--- config.mk ---
export PLATFORM = sky130hd
export DESIGN_NAME = uart_data_port
export DESIGN_NICKNAME = d
export VERILOG_FILES = /design/src/uart_port_pkg.sv /design/src/uart_link_if.sv /design/src/uart_data_port.sv /design/src/uart_serial_engine.sv
export SDC_FILE = /design/constraint.sdc
export NUM_CORES = 1
export LEC_CHECK = 0
export ABC_AREA = 1
export ABC_CLOCK_PERIOD_IN_PS = 3950
export BUFFER_PORTS_ARGS = -buffer_cell sky130_fd_sc_hd__clkbuf_2
export CAP_MARGIN = 20
export CORE_MARGIN = 3
export CORE_UTILIZATION = 54
export CTS_CLUSTER_SIZE = 12
export DETAILED_ROUTE_END_ITERATION = 6
export PLACE_DENSITY_LB_ADDON = 0.12
export SLEW_MARGIN = 10
export SYNTH_ARGS = -nofsm -noshare
export SYNTH_HDL_FRONTEND = slang
export SYNTH_SLANG_ARGS = --single-unit
--- constraint.sdc ---
create_clock -name aclk -period 3.95 [get_ports aclk]
set_input_delay 0.9875 -clock aclk [delete_from_list [all_inputs] [get_ports aclk]]
set_output_delay 0.9875 -clock aclk [all_outputs]
set_load 0.05 [all_outputs]
--- src/uart_port_pkg.sv ---
/*
  constants for the uart data port: register addresses, field positions,
  reset values, serial timing and the serial engine state type.
  assumes a 32-bit axi4-lite address space with one word per register.
*/
package uart_port_pkg;
  localparam logic [31:0] DATA_ADDR = 32'h5000_1000;
  localparam logic [31:0] DLH_ADDR = 32'h5000_1004;
  localparam logic [31:0] FCR_ADDR = 32'h5000_1008;
  localparam logic [31:0] LCR_ADDR = 32'h5000_100c;
  localparam logic [31:0] LSR_ADDR = 32'h5000_1014;
  localparam logic [31:0] IRQ_STAT_ADDR = 32'h5000_1020;
  localparam logic [31:0] IRQ_CLR_ADDR = 32'h5000_1024;
  localparam logic [31:0] IRQ_EN_ADDR = 32'h5000_1028;
  localparam int LCR_DIVISOR_ACCESS_BIT = 7;
  localparam int FCR_EN = 0;
  localparam int LSR_DR = 0;
  localparam int LSR_OE = 1;
  localparam int LSR_TX_HOLDING_EMPTY_FLAG = 5;
  localparam int LSR_TEMT = 6;
  localparam int EV_RX = 0;
  localparam int EV_OE = 1;
  localparam int EV_TX_HOLDING_EMPTY_FLAG = 2;
  localparam logic [7:0] BYTE_RESET = 8'h00;
  localparam logic [15:0] DATA_RESET = 16'h0000;
  localparam logic [1:0] RESP_OKAY = 2'h0;
  localparam logic [1:0] RESP_SLVERR = 2'h2;
  localparam int FIFO_DEPTH_DEF = 16;
  localparam logic [3:0] BIT_LAST = 4'hf;
  localparam logic [3:0] BIT_MID = 4'h7;
  typedef enum logic [3:0] {
    S_IDLE = 4'h1,
    S_START = 4'h2,
    S_DATA = 4'h4,
    S_STOP = 4'h8
  } serial_state_t;
endpackage : uart_port_pkg

--- src/uart_link_if.sv ---
/*
  link between the data port core and the serial engine.
  assumes both ends run on the same aclk.
*/
`timescale 1ns/1ps
interface uart_link_if;
  logic [7:0] tx_data;
  logic tx_valid;
  logic tx_ready;
  logic tx_idle;
  logic [7:0] rx_data;
  logic rx_valid;
  logic [15:0] divisor;
  modport engine (input tx_data, tx_valid, divisor, output tx_ready, tx_idle, rx_data, rx_valid);
  modport core (output tx_data, tx_valid, divisor, input tx_ready, tx_idle, rx_data, rx_valid);
endinterface : uart_link_if

--- src/uart_data_port.sv ---
/*
  uart shared data port with receive and transmit fifos, divisor access,
  line status, interrupt status and an axi4-lite register slave.
  assumes one aclk domain; sin is asynchronous and synchronised downstream.
*/
`timescale 1ns/1ps
module uart_data_port
  import uart_port_pkg::*;
#(
  parameter int FIFO_DEPTH = FIFO_DEPTH_DEF
) (
  input wire logic aclk,
  input wire logic aresetn,
  input wire logic [31:0] awaddr,
  input wire logic awvalid,
  output logic awready,
  input wire logic [31:0] wdata,
  input wire logic [3:0] wstrb,
  input wire logic wvalid,
  output logic wready,
  output logic [1:0] bresp,
  output logic bvalid,
  input wire logic bready,
  input wire logic [31:0] araddr,
  input wire logic arvalid,
  output logic arready,
  output logic [31:0] rdata,
  output logic [1:0] rresp,
  output logic rvalid,
  input wire logic rready,
  input wire logic sin,
  output logic sout,
  output logic irq
);
  localparam int AW = $clog2(FIFO_DEPTH);
  localparam int CW = AW + 1;
  localparam logic [CW-1:0] FULL = CW'(FIFO_DEPTH);
  localparam logic [CW-1:0] ONE = CW'(1);

  function automatic logic mapped(input logic [31:0] a);
    return a == DATA_ADDR || a == DLH_ADDR || a == FCR_ADDR || a == LCR_ADDR || a == LSR_ADDR
      || a == IRQ_STAT_ADDR || a == IRQ_CLR_ADDR || a == IRQ_EN_ADDR;
  endfunction : mapped

  uart_link_if lnk ();

  uart_serial_engine engine (
    .aclk(aclk),
    .aresetn(aresetn),
    .sin(sin),
    .sout(sout),
    .lnk(lnk)
  );

  logic aw_held;
  logic w_held;
  logic [31:0] aw_addr;
  logic [7:0] wb;
  logic w_lane0;
  logic [7:0] line_control_reg;
  logic fifo_en;
  logic [7:0] dll;
  logic [7:0] dlh;
  logic oe;
  logic [2:0] irq_stat;
  logic [2:0] irq_en;
  logic [7:0] rx_mem [FIFO_DEPTH];
  logic [7:0] tx_mem [FIFO_DEPTH];
  logic [AW-1:0] rx_head;
  logic [AW-1:0] rx_tail;
  logic [AW-1:0] tx_head;
  logic [AW-1:0] tx_tail;
  logic [CW-1:0] rx_count;
  logic [CW-1:0] tx_count;

  // bus decode
  wire wr_go = aw_held && w_held && !bvalid;
  wire wr_en = wr_go && w_lane0;
  wire rd_go = arvalid && arready;
  wire divisor_access_bit = line_control_reg[LCR_DIVISOR_ACCESS_BIT];
  wire wr_data = wr_en && aw_addr == DATA_ADDR;
  wire wr_dlh = wr_en && aw_addr == DLH_ADDR;
  wire wr_fcr = wr_en && aw_addr == FCR_ADDR;
  wire wr_lcr = wr_en && aw_addr == LCR_ADDR;
  wire wr_clr = wr_en && aw_addr == IRQ_CLR_ADDR;
  wire wr_ien = wr_en && aw_addr == IRQ_EN_ADDR;
  wire rd_data = rd_go && araddr == DATA_ADDR;
  wire rd_lsr = rd_go && araddr == LSR_ADDR;
  // changing fifo mode empties both queues
  wire flush = wr_fcr && wb[FCR_EN] != fifo_en;

  // receive queue
  wire dr = rx_count != '0;
  wire rx_full = rx_count == FULL;
  wire rx_push = lnk.rx_valid;
  wire rx_pop = rd_data && !divisor_access_bit && dr;
  wire rx_ow = rx_push && !fifo_en && dr && !rx_pop;
  wire rx_wr = rx_push && (!fifo_en || !rx_full || rx_pop);
  wire rx_adv = rx_wr && !rx_ow;
  wire [AW-1:0] rx_idx = rx_ow ? rx_head : rx_tail;
  wire overrun_ev = rx_push && !rx_pop && (fifo_en ? rx_full : dr);

  // transmit queue
  wire tx_holding_empty_flag = tx_count == '0;
  wire tx_full = tx_count == FULL;
  wire tx_pop = lnk.tx_valid && lnk.tx_ready;
  wire tx_wr = wr_data && !divisor_access_bit;
  wire tx_acc = tx_wr && (!fifo_en || !tx_full);
  wire tx_ow = tx_wr && !fifo_en && !tx_holding_empty_flag && !tx_pop;
  wire tx_adv = tx_acc && !tx_ow;
  wire [AW-1:0] tx_idx = tx_ow ? tx_head : tx_tail;

  wire [2:0] events = {tx_pop && tx_count == ONE && !tx_acc, overrun_ev, rx_wr};
  wire [2:0] clr_mask = wr_clr ? wb[2:0] : 3'h0;
  wire [7:0] line_status_reg = {1'b0, tx_holding_empty_flag && lnk.tx_idle, tx_holding_empty_flag, 3'h0, oe, dr};
  wire [7:0] rx_byte = dr ? rx_mem[rx_head] : BYTE_RESET;
  wire [7:0] data_rd = divisor_access_bit ? dll : rx_byte;
  wire [31:0] rd_val =
    araddr == DATA_ADDR ? {16'h0000, DATA_RESET[15:8], data_rd} :
    araddr == DLH_ADDR ? {24'h000000, dlh} :
    araddr == FCR_ADDR ? {31'h00000000, fifo_en} :
    araddr == LCR_ADDR ? {24'h000000, line_control_reg} :
    araddr == LSR_ADDR ? {24'h000000, line_status_reg} :
    araddr == IRQ_STAT_ADDR ? {29'h00000000, irq_stat} :
    araddr == IRQ_EN_ADDR ? {29'h00000000, irq_en} : 32'h00000000;

  assign awready = !aw_held && !bvalid;
  assign wready = !w_held && !bvalid;
  assign arready = !rvalid;
  assign irq = |(irq_stat & irq_en);
  assign lnk.divisor = {dlh, dll};
  assign lnk.tx_valid = !tx_holding_empty_flag;
  assign lnk.tx_data = tx_mem[tx_head];

  always_ff @(posedge aclk) begin
    if (!aresetn) begin
      aw_held <= 1'b0;
      w_held <= 1'b0;
      aw_addr <= 32'h00000000;
      wb <= BYTE_RESET;
      w_lane0 <= 1'b0;
      bvalid <= 1'b0;
      bresp <= RESP_OKAY;
    end else begin
      if (awvalid && awready) begin
        aw_held <= 1'b1;
        aw_addr <= awaddr;
      end else if (wr_go) aw_held <= 1'b0;
      if (wvalid && wready) begin
        w_held <= 1'b1;
        wb <= wdata[7:0];
        w_lane0 <= wstrb[0];
      end else if (wr_go) w_held <= 1'b0;
      if (wr_go) begin
        bvalid <= 1'b1;
        bresp <= mapped(aw_addr) ? RESP_OKAY : RESP_SLVERR;
      end else if (bready) bvalid <= 1'b0;
    end
  end

  always_ff @(posedge aclk) begin
    if (!aresetn) begin
      rvalid <= 1'b0;
      rdata <= 32'h00000000;
      rresp <= RESP_OKAY;
    end else if (rd_go) begin
      rvalid <= 1'b1;
      rdata <= rd_val;
      rresp <= mapped(araddr) ? RESP_OKAY : RESP_SLVERR;
    end else if (rready) rvalid <= 1'b0;
  end

  always_ff @(posedge aclk) begin
    if (!aresetn) begin
      line_control_reg <= BYTE_RESET;
      fifo_en <= 1'b0;
      dll <= BYTE_RESET;
      dlh <= BYTE_RESET;
      oe <= 1'b0;
      irq_stat <= 3'h0;
      irq_en <= 3'h0;
    end else begin
      if (wr_lcr) line_control_reg <= wb;
      if (wr_fcr) fifo_en <= wb[FCR_EN];
      if (wr_data && divisor_access_bit) dll <= wb;
      if (wr_dlh && divisor_access_bit) dlh <= wb;
      if (wr_ien) irq_en <= wb[2:0];
      oe <= (oe && !rd_lsr) || overrun_ev;
      irq_stat <= (irq_stat & ~clr_mask) | events;
    end
  end

  always_ff @(posedge aclk) begin
    if (!aresetn || flush) begin
      rx_head <= '0;
      rx_tail <= '0;
      rx_count <= '0;
    end else begin
      if (rx_pop) rx_head <= rx_head + AW'(1);
      if (rx_adv) rx_tail <= rx_tail + AW'(1);
      rx_count <= rx_count + CW'(rx_adv) - CW'(rx_pop);
    end
  end

  always_ff @(posedge aclk) begin
    if (!aresetn || flush) begin
      tx_head <= '0;
      tx_tail <= '0;
      tx_count <= '0;
    end else begin
      if (tx_pop) tx_head <= tx_head + AW'(1);
      if (tx_adv) tx_tail <= tx_tail + AW'(1);
      tx_count <= tx_count + CW'(tx_adv) - CW'(tx_pop);
    end
  end

  always_ff @(posedge aclk) begin
    if (rx_wr) rx_mem[rx_idx] <= lnk.rx_data;
    if (tx_acc) tx_mem[tx_idx] <= wb;
  end
endmodule : uart_data_port

--- src/uart_serial_engine.sv ---
/*
  baud generator, 8n1 transmitter and receiver with 16x oversampling.
  assumes sin is asynchronous; the core supplies the divisor.
*/
`timescale 1ns/1ps
module uart_serial_engine
  import uart_port_pkg::*;
(
  input wire logic aclk,
  input wire logic aresetn,
  input wire logic sin,
  output logic sout,
  uart_link_if.engine lnk
);

  logic [15:0] div_cnt;
  logic tick;
  serial_state_t tx_st;
  serial_state_t rx_st;
  logic [3:0] tx_tk;
  logic [3:0] rx_tk;
  logic [2:0] tx_bit;
  logic [2:0] rx_bit;
  logic [7:0] tx_sh;
  logic [7:0] rx_sh;
  logic sin_meta;
  logic sin_s;
  logic tx_last;
  logic rx_last;

  // one tick per divisor cycles, sixteen ticks per bit; zero stops it
  assign tick = (lnk.divisor != 16'h0000) && (div_cnt == lnk.divisor - 16'h0001);
  assign lnk.tx_ready = (tx_st == S_IDLE);
  assign lnk.tx_idle = (tx_st == S_IDLE);
  assign tx_last = tick && (tx_tk == BIT_LAST);
  assign rx_last = tick && (rx_tk == BIT_LAST);

  always_ff @(posedge aclk) begin
    if (!aresetn || tick || lnk.divisor == 16'h0000) div_cnt <= 16'h0000;
    else div_cnt <= div_cnt + 16'h0001;
  end

  always_ff @(posedge aclk) begin
    if (!aresetn) begin
      tx_st <= S_IDLE;
      tx_tk <= 4'h0;
      tx_bit <= 3'h0;
      tx_sh <= BYTE_RESET;
      sout <= 1'b1;
    end else begin
      sout <= (tx_st == S_START) ? 1'b0 : (tx_st == S_DATA) ? tx_sh[0] : 1'b1;
      if (tick) tx_tk <= tx_tk + 4'h1;
      case (tx_st)
        S_IDLE: if (lnk.tx_valid) begin
          tx_sh <= lnk.tx_data;
          tx_tk <= 4'h0;
          tx_st <= S_START;
        end
        S_START: if (tx_last) begin
          tx_bit <= 3'h0;
          tx_st <= S_DATA;
        end
        S_DATA: if (tx_last) begin
          tx_sh <= {1'b0, tx_sh[7:1]};
          tx_bit <= tx_bit + 3'h1;
          if (tx_bit == 3'h7) tx_st <= S_STOP;
        end
        S_STOP: if (tx_last) tx_st <= S_IDLE;
        default: tx_st <= S_IDLE;
      endcase
    end
  end

  always_ff @(posedge aclk) begin
    if (!aresetn) begin
      sin_meta <= 1'b1;
      sin_s <= 1'b1;
      rx_st <= S_IDLE;
      rx_tk <= 4'h0;
      rx_bit <= 3'h0;
      rx_sh <= BYTE_RESET;
      lnk.rx_valid <= 1'b0;
      lnk.rx_data <= BYTE_RESET;
    end else begin
      sin_meta <= sin;
      sin_s <= sin_meta;
      lnk.rx_valid <= (rx_st == S_STOP) && rx_last && sin_s;
      if ((rx_st == S_STOP) && rx_last) lnk.rx_data <= rx_sh;
      if (tick) rx_tk <= rx_tk + 4'h1;
      case (rx_st)
        S_IDLE: if (tick && !sin_s) begin
          rx_tk <= 4'h0;
          rx_st <= S_START;
        end
        // recentre on mid start bit, or drop a glitch
        S_START: if (tick && rx_tk == BIT_MID) begin
          rx_tk <= 4'h0;
          rx_bit <= 3'h0;
          rx_st <= sin_s ? S_IDLE : S_DATA;
        end
        S_DATA: if (rx_last) begin
          rx_sh <= {sin_s, rx_sh[7:1]};
          rx_bit <= rx_bit + 3'h1;
          if (rx_bit == 3'h7) rx_st <= S_STOP;
        end
        S_STOP: if (rx_last) rx_st <= S_IDLE;
        default: rx_st <= S_IDLE;
      endcase
    end
  end
endmodule : uart_serial_engine

# == Word-level counts from Yosys, hierarchy flattened ==
# Memory sizes are Yosys's and may differ from the RTL's. A register that Yosys moved wholly into a read port is not among the register bits.
# Index checks and enable logic that the tools add are counted.
# classes
n_reduce_logical,102
bitwise,4
n_mux,61
addsub,14
eq_ne,44
# ops
op,n
equality test 32 x 31 -> 1 bit (second input constant),16
2-to-1 mux 4 bit,22
2-to-1 mux 8 bit,8
logical AND 1 bit,46
one-hot mux 4 bit (4 select lines),2
adder 4 x 1 -> 4 bit (second input constant),6
2-to-1 mux 3 bit,8
logical OR 1 bit,21
logical NOT 1 bit,17
adder 16 x 1 -> 16 bit (second input constant),1
equality test 16 bit,1
equality test 4 bit (second input constant),4
logical NOT 16 bit,1
inequality test 2 x 1 -> 1 bit (second input constant),8
one-hot mux 8 bit (2 select lines),1
nonzero test 16 bit,1
subtractor 16 x 1 -> 16 bit (second input constant),1
2-to-1 mux 1 bit,14
nonzero test 2 bit,7
equality test 4 x 3 -> 1 bit (second input constant),3
one-hot mux 3 bit (2 select lines),2
adder 5 x 1 -> 5 bit,2
equality test 5 bit (second input constant),2
AND reduction 5 bit,2
19 further kinds,29
# totals
out_inout_bits,43
ramBits,256
wordCells,264
memories,2
register_bits,205
# mem_list
name,words,word_bits,read_ports,rd_ports_with_merged_regs,write_ports,line_no,rtl
rx_mem,16,8,1,1,1,uart_data_port.sv:67,logic [7:0] rx_mem [FIFO_DEPTH];
tx_mem,16,8,1,1,1,uart_data_port.sv:68,logic [7:0] tx_mem [FIFO_DEPTH];

# == Depth between registers and ports, before layout ==
# depth
word_depth,12
ltp_mapped,25

# == Modules after synthesis ==
# A second synthesis with hierarchy kept.
# hier_totals
hier_cells,2246
hier_area_um2,20428.3
# by_module_without_submodules
mod,seq_area_each_um2,cells_per_inst,area_each_um2,instances
uart_data_port,10109.7,1659,16519.6,1
uart_serial_engine,1321.3,587,3908.7,1

# == Worst setup path after synthesis ==
# Ideal clock, no wire load.
# synth_path
path_kind,input-to-reg
start,input port araddr[7]
end,register rx_count[4]
required_time_ps,3824
slack_ps,124
arrival_ps,3699
path_stages,25
path_buffers,0
setup_ps,126
cell_sequence,or2_1 -> nor2_2 -> nand2_2 -> inv_2 -> nand2_2 -> nor2_2 -> nand2_1 -> nor2_4 -> nand2_4 -> nand3_1 -> nand2_1 -> nor2_2 -> inv_2 -> ha_1 -> inv_1 -> ha_1 -> inv_1 -> fa_1 -> inv_1 -> a21oi_1 -> nor2_1 -> nor2_1 -> xor2_1 -> inv_1 -> nor2_1
# synth_via
elab_chain_cells,10
elab_cells_between_ends,12
classes_between,2 x add/sub; 1 x eq/ne; 9 x reduce/logical
# synth_rtl
element,line_no,rtl
from (decl),uart_data_port.sv:24,"input wire logic [31:0] araddr,"
equality test 32 x 31 -> 1 bit (*),uart_data_port.sv:87,wire rd_data = rd_go && araddr == DATA_ADDR;
logical AND 1 bit (*),uart_data_port.sv:87,
logical AND 1 bit (*) (2 in a row),uart_data_port.sv:96,wire rx_pop = rd_data && !divisor_access_bit && dr;
logical NOT 1 bit,uart_data_port.sv:97,wire rx_ow = rx_push && !fifo_en && dr && !rx_pop;
logical AND 1 bit,uart_data_port.sv:97,
logical NOT 1 bit,uart_data_port.sv:99,wire rx_adv = rx_wr && !rx_ow;
logical AND 1 bit,uart_data_port.sv:99,
adder 5 x 1 -> 5 bit,uart_data_port.sv:201,rx_count <= rx_count + CW'(rx_adv) - CW'(rx_pop);
subtractor 5 x 1 -> 5 bit (*),uart_data_port.sv:201,
to (signal assigned),uart_data_port.sv:201,
to (decl),uart_data_port.sv:73,logic [CW-1:0] rx_count;
# Mark *: on every way between the ends. The rest lies on a longest branch, timed or not.
# A chain may end at the register's enable or synchronous reset.

# == Final worst setup path ==
# layout_path
start,register aw_addr[25]
end,register tx_count[4]
# layout_via
elab_chain_cells,10
elab_cells_between_ends,15
classes_between,2 x add/sub; 2 x eq/ne; 11 x reduce/logical
# layout_rtl
element,line_no,rtl
from (decl),uart_data_port.sv:57,logic [31:0] aw_addr;
from (signal assigned),uart_data_port.sv:147,aw_addr <= awaddr;
equality test 32 x 31 -> 1 bit,uart_data_port.sv:81,wire wr_data = wr_en && aw_addr == DATA_ADDR;
logical AND 1 bit,uart_data_port.sv:81,
logical AND 1 bit,uart_data_port.sv:107,wire tx_wr = wr_data && !divisor_access_bit;
logical AND 1 bit (3 in a row),uart_data_port.sv:109,wire tx_ow = tx_wr && !fifo_en && !tx_holding_empty_flag && !tx_pop;
logical NOT 1 bit,uart_data_port.sv:110,wire tx_adv = tx_acc && !tx_ow;
logical AND 1 bit,uart_data_port.sv:110,
adder 5 x 1 -> 5 bit,uart_data_port.sv:213,tx_count <= tx_count + CW'(tx_adv) - CW'(tx_pop);
subtractor 5 x 1 -> 5 bit,uart_data_port.sv:213,
to (signal assigned),uart_data_port.sv:213,
to (decl),uart_data_port.sv:74,logic [CW-1:0] tx_count;
# Parallel ways exist; a longest one is shown, timed or not.

==> reports/summary.md <==
The count of yosys warnings during synthesis was 0; the count of unique library cells instantiated by Yosys was 60. After technology mapping, the gate count stands at 2119. Summing every instance area after synthesis gives 19900 µm². The maximum number of pins on one net before global-route repair is 65, and the sink count of the clock tree is 443. Counting stages on the worst path, the most repeated cell is inv_1.

The tools report the worst flop-to-flop path endpoint as tx_count[4]. A synthesized cell averages 9.40 µm². Among cell families on the critical path, the largest total delay comes from simple AND/OR/NAND/NOR gates. TritonCTS built the clock tree. Global routing used 33.2% of the available met1 tracks.

After clock tree synthesis, the setup repair step added 0 buffers. The tools report the achievable frequency as 281 MHz. After synthesis, the share of flip-flops with an asynchronous set or reset is 0%. Setup slack on the worst reg-to-reg path comes out at 0.39 ns. The actual transition at the worst max-transition pin came out at 0.990 ns. The number of synthesized register bits came out at 443. The worst path in the final design needs a cycle of 3.56 ns, including I/O delays and setup. Clock skew on the completed layout was measured at 0.0225 ns.

Setup repair after global routing left no endpoint under its margin. In the global route stage, met3 resource usage came out at 4.61%. The logs give 0 for the final hold violation count and 34.1 mm for the HPWL reported at the end of detailed placement. Summing the sequential cell areas from Yosys gives 57.4% of the chip area.

The pre-antenna-repair detailed-routing pass consisted of 5 iterations. Startpoint of the lowest-slack register-to-register path: aw_addr[25]. The tightest slew margin relative to the limit was 33.8%; the depth of the CTS H-tree was 2. Launching element type of the critical path: a flip-flop. The die covers 39200 µm². The final max-slew violation count is 0, and the total number of nets in the final design is 2388.

Traced cell by cell, the critical path runs through or2_2, nor4_1, nand3_1, nor2_1, nand3_1, inv_1, nand2_1, nor2_1, inv_1, ha_1, inv_1, ha_1, fa_1, nand2_1, a21oi_1, or3_1, a21oi_1. The number of antenna-violating nets in the routed design is 0. For this design the ratio of total power to cell area is 449 nW/µm². The number of clock buffers inserted by TritonCTS was 46; the ratio of final minimum period to clock period was 90.0%. Counting both buffers and inverters, the worst setup path holds a total of 3.

The die is 198 µm tall. The tools report the startpoint of the worst setup timing path as aw_addr[25]. The per-cell routed wire length is 17.6 µm, and the DRC violation count after routing is 0. The area growth from synthesis to layout is 13.6%. Number of global-route vias before repair: 14500. The post-route cell area is 22600 µm².

After layout, the worst setup slack is 0.394 ns. Worst-case reg-to-reg path depth: 17. The number of vias in the routed layout was 15200; the vias per cell was 5.51. The run finished with clean final reports. The global route total overflow came out at 0. Routability-driven placement finished with a final weighted congestion of 0.936. For the hold buffer count at cts, the log shows 0.

The largest registers in the layout are rx_mem: 128 flops, tx_mem: 128 flops, aw_addr: 32 flops. The tools report the post-cts repair resize count as 0. Setup violations remaining at the end of the flow were counted as 0. For this design the static power due to leakage is 8.85 nW. The most used flip-flop cell after synthesis is edfxtp_1. The stage delay of the slowest cell on the critical path is 0.42 ns, and the max-capacitance violation count is 0. The clock passes through at most 3 buffers.

Power comes to 10.2 mW. Critical path class: flip-flop to flip-flop. Number of flops mapped to enable cells by yosys: 256. For this run, global-route usage on met2 was measured as 40.0%. Measured along the x axis, the die boundary spans 198 µm. The number of antenna violations at the first check in global routing was 0.

The placement-stage cell area is 21100 µm², and the clock edge transition at the registers on the reported setup and hold paths is 0.06 ns. Counting buffers and inverters, the worst setup path is 17 cells deep. In the final layout, the share of cells above drive strength 1 is 12.6%. Violation count after the first detailed-route iteration: 1210. The first global-routing pass estimated 76.0 mm of wire. The repair_antennas step left the layout with diodes totalling 0. Across all hold checks on the routed design, the worst slack comes to 0.412 ns. The core region is 36000 µm². For the total wire length, the log shows 48.5 mm. STA puts the critical path data arrival time at 4.06 ns.

Once the floorplan was initialized, standard cells occupied 55.3% of the core. The tools report the number of ports placed on the die boundary as 151. In this run the worst hold path is classified as flip-flop to flip-flop. The later pin in the worst-skew pair is clocked with a latency of 0.58 ns.

The cell with the biggest individual delay on the critical path is fa_1. The global routing stage identified its most utilized layer as met2. The floorplan has 69 rows. STA classifies the critical path endpoint as a flip-flop. The run gives 0 ns as the post-route setup TNS. The tree is rooted in a clkbuf_16. In this run the worst path has a maximum fanout of 3. The count of buffers added on input and output ports is 97. Worst ir drop on vdd: 0.421 mV. At the worst endpoint, the required time is 4.46 ns. At the placement stage, the worst setup path has a slack of -0.0880 ns. The most critical setup path has its endpoint at tx_count[4]. The tools report the total global-route track usage as 24.7%.
-- through the flow --
stage               cells  util, %
floorplan            2144        -
global placement     2666     58.6
detailed placement   2666     58.6
CTS                  2750     62.8
global route         2751     62.8
finish               2751     62.8
-- cell families after synthesis --
| kind of cell | after synthesis | share of synthesized area (%) |
|---|---|---|
| xor gates and xnor gates | 24 | 1.06 |
| and+or+nand+nor | 828 | 18.4 |
| muxes | 50 | 2.51 |
| adders and majority gates | 26 | 1.71 |
| DFF | 443 | 57.4 |
| other | 1 | 0.0188 |
| buffers and inverters | 326 | 6.72 |
| AOI/OAI and AO/OA | 421 | 12.2 |
-- Yosys cell counts, types with 3 or more instances --
library cell    n  area, µm²
a211oi_1       29        218
a21oi_1       125        626
a32o_1          3       30.0
buf_1          10       37.5
buf_2           5       25.0
buf_4          27        203
clkbuf_1       58        218
clkinv_1        4       15.0
dfxtp_1       187       3740
edfxtp_1      256       7690
ha_1           24        300
inv_1         214        803
inv_2           7       26.3
mux2i_1        50        500
nand2_1       279       1050
nand2_2        13       81.3
nand2_4         5       56.3
nand3_1        94        470
nand3b_1        6       45.0
nand4_1        31        194
nor2_1        315       1180
nor2_2          8       50.1
nor2_4          9        101
nor3_1         29        145
nor3b_1         7       52.6
nor4_1          9       56.3
o211ai_1       22        165
o21ai_0       171        856
o21ai_1        17       85.1
o221ai_1       23        201
o22ai_1         9       56.3
o32ai_1         8       70.1
or2_2           9       56.3
xnor2_1         6       52.6
xor2_1         18        158
-- how the worst min path moves through the flow --
stage,from,to,depth (start not counted)
4_1_cts,engine.sin_meta,engine.sin_s,1
5_1_grt,engine.sin_meta,engine.sin_s,1
6_report,engine.sin_meta,engine.sin_s,1
3_5_place_dp,engine.sin_meta,engine.sin_s,1
2_1_floorplan,engine.sin_meta,engine.sin_s,1
3_3_place_gp,engine.sin_meta,engine.sin_s,1
-- placed cells by master, fill, tap and decap left out, types with 9 or more instances in the layout --
cell,Yosys,final
nand4_1,31,31
ha_1,24,24
nor3_1,29,29
a21oi_1,125,125
clkbuf_1,58,18
clkbuf_2,0,97
o21ai_1,17,18
inv_1,214,214
o21ai_0,171,170
nand2_2,13,13
o221ai_1,23,23
dfxtp_1,187,184
nor2_1,315,315
conb_1,1,26
or2_2,9,9
clkbuf_8,0,9
o22ai_1,9,9
xor2_1,18,18
nand3_1,94,94
nor4_1,9,9
mux2i_1,50,50
o211ai_1,22,22
buf_4,27,64
nor2_4,9,9
edfxtp_1,256,256
a211oi_1,29,29
clkbuf_16,0,48
nand2_1,279,279
-- per-layer routing --
| metal | vias up | wire [µm] |
|---|---|---|
| met5 | - | 0 |
| met4 | 0 | 1760 |
| met3 | 97 | 3180 |
| met2 | 447 | 22400 |
| met1 | 7104 | 21200 |
| li1 | 7506 | - |
-- where the power goes --
group	switching [mW]	internal, mW	total (mW)
clock	1.74	2.60	4.34
sequential	0.0990	4.97	5.07
combinational	0.524	0.217	0.741
total	2.36	7.79	10.2
-- cell type report --
cell class,count,area (µm²)
clock buffer,75,1390
clock inverter,9,140
fill,2983,13400
inverter,225,845
multi-input combinational,1375,7240
sequential,443,11400
tap,461,577
timing repair buffer,163,993
Power figures use the tool's default switching activity.
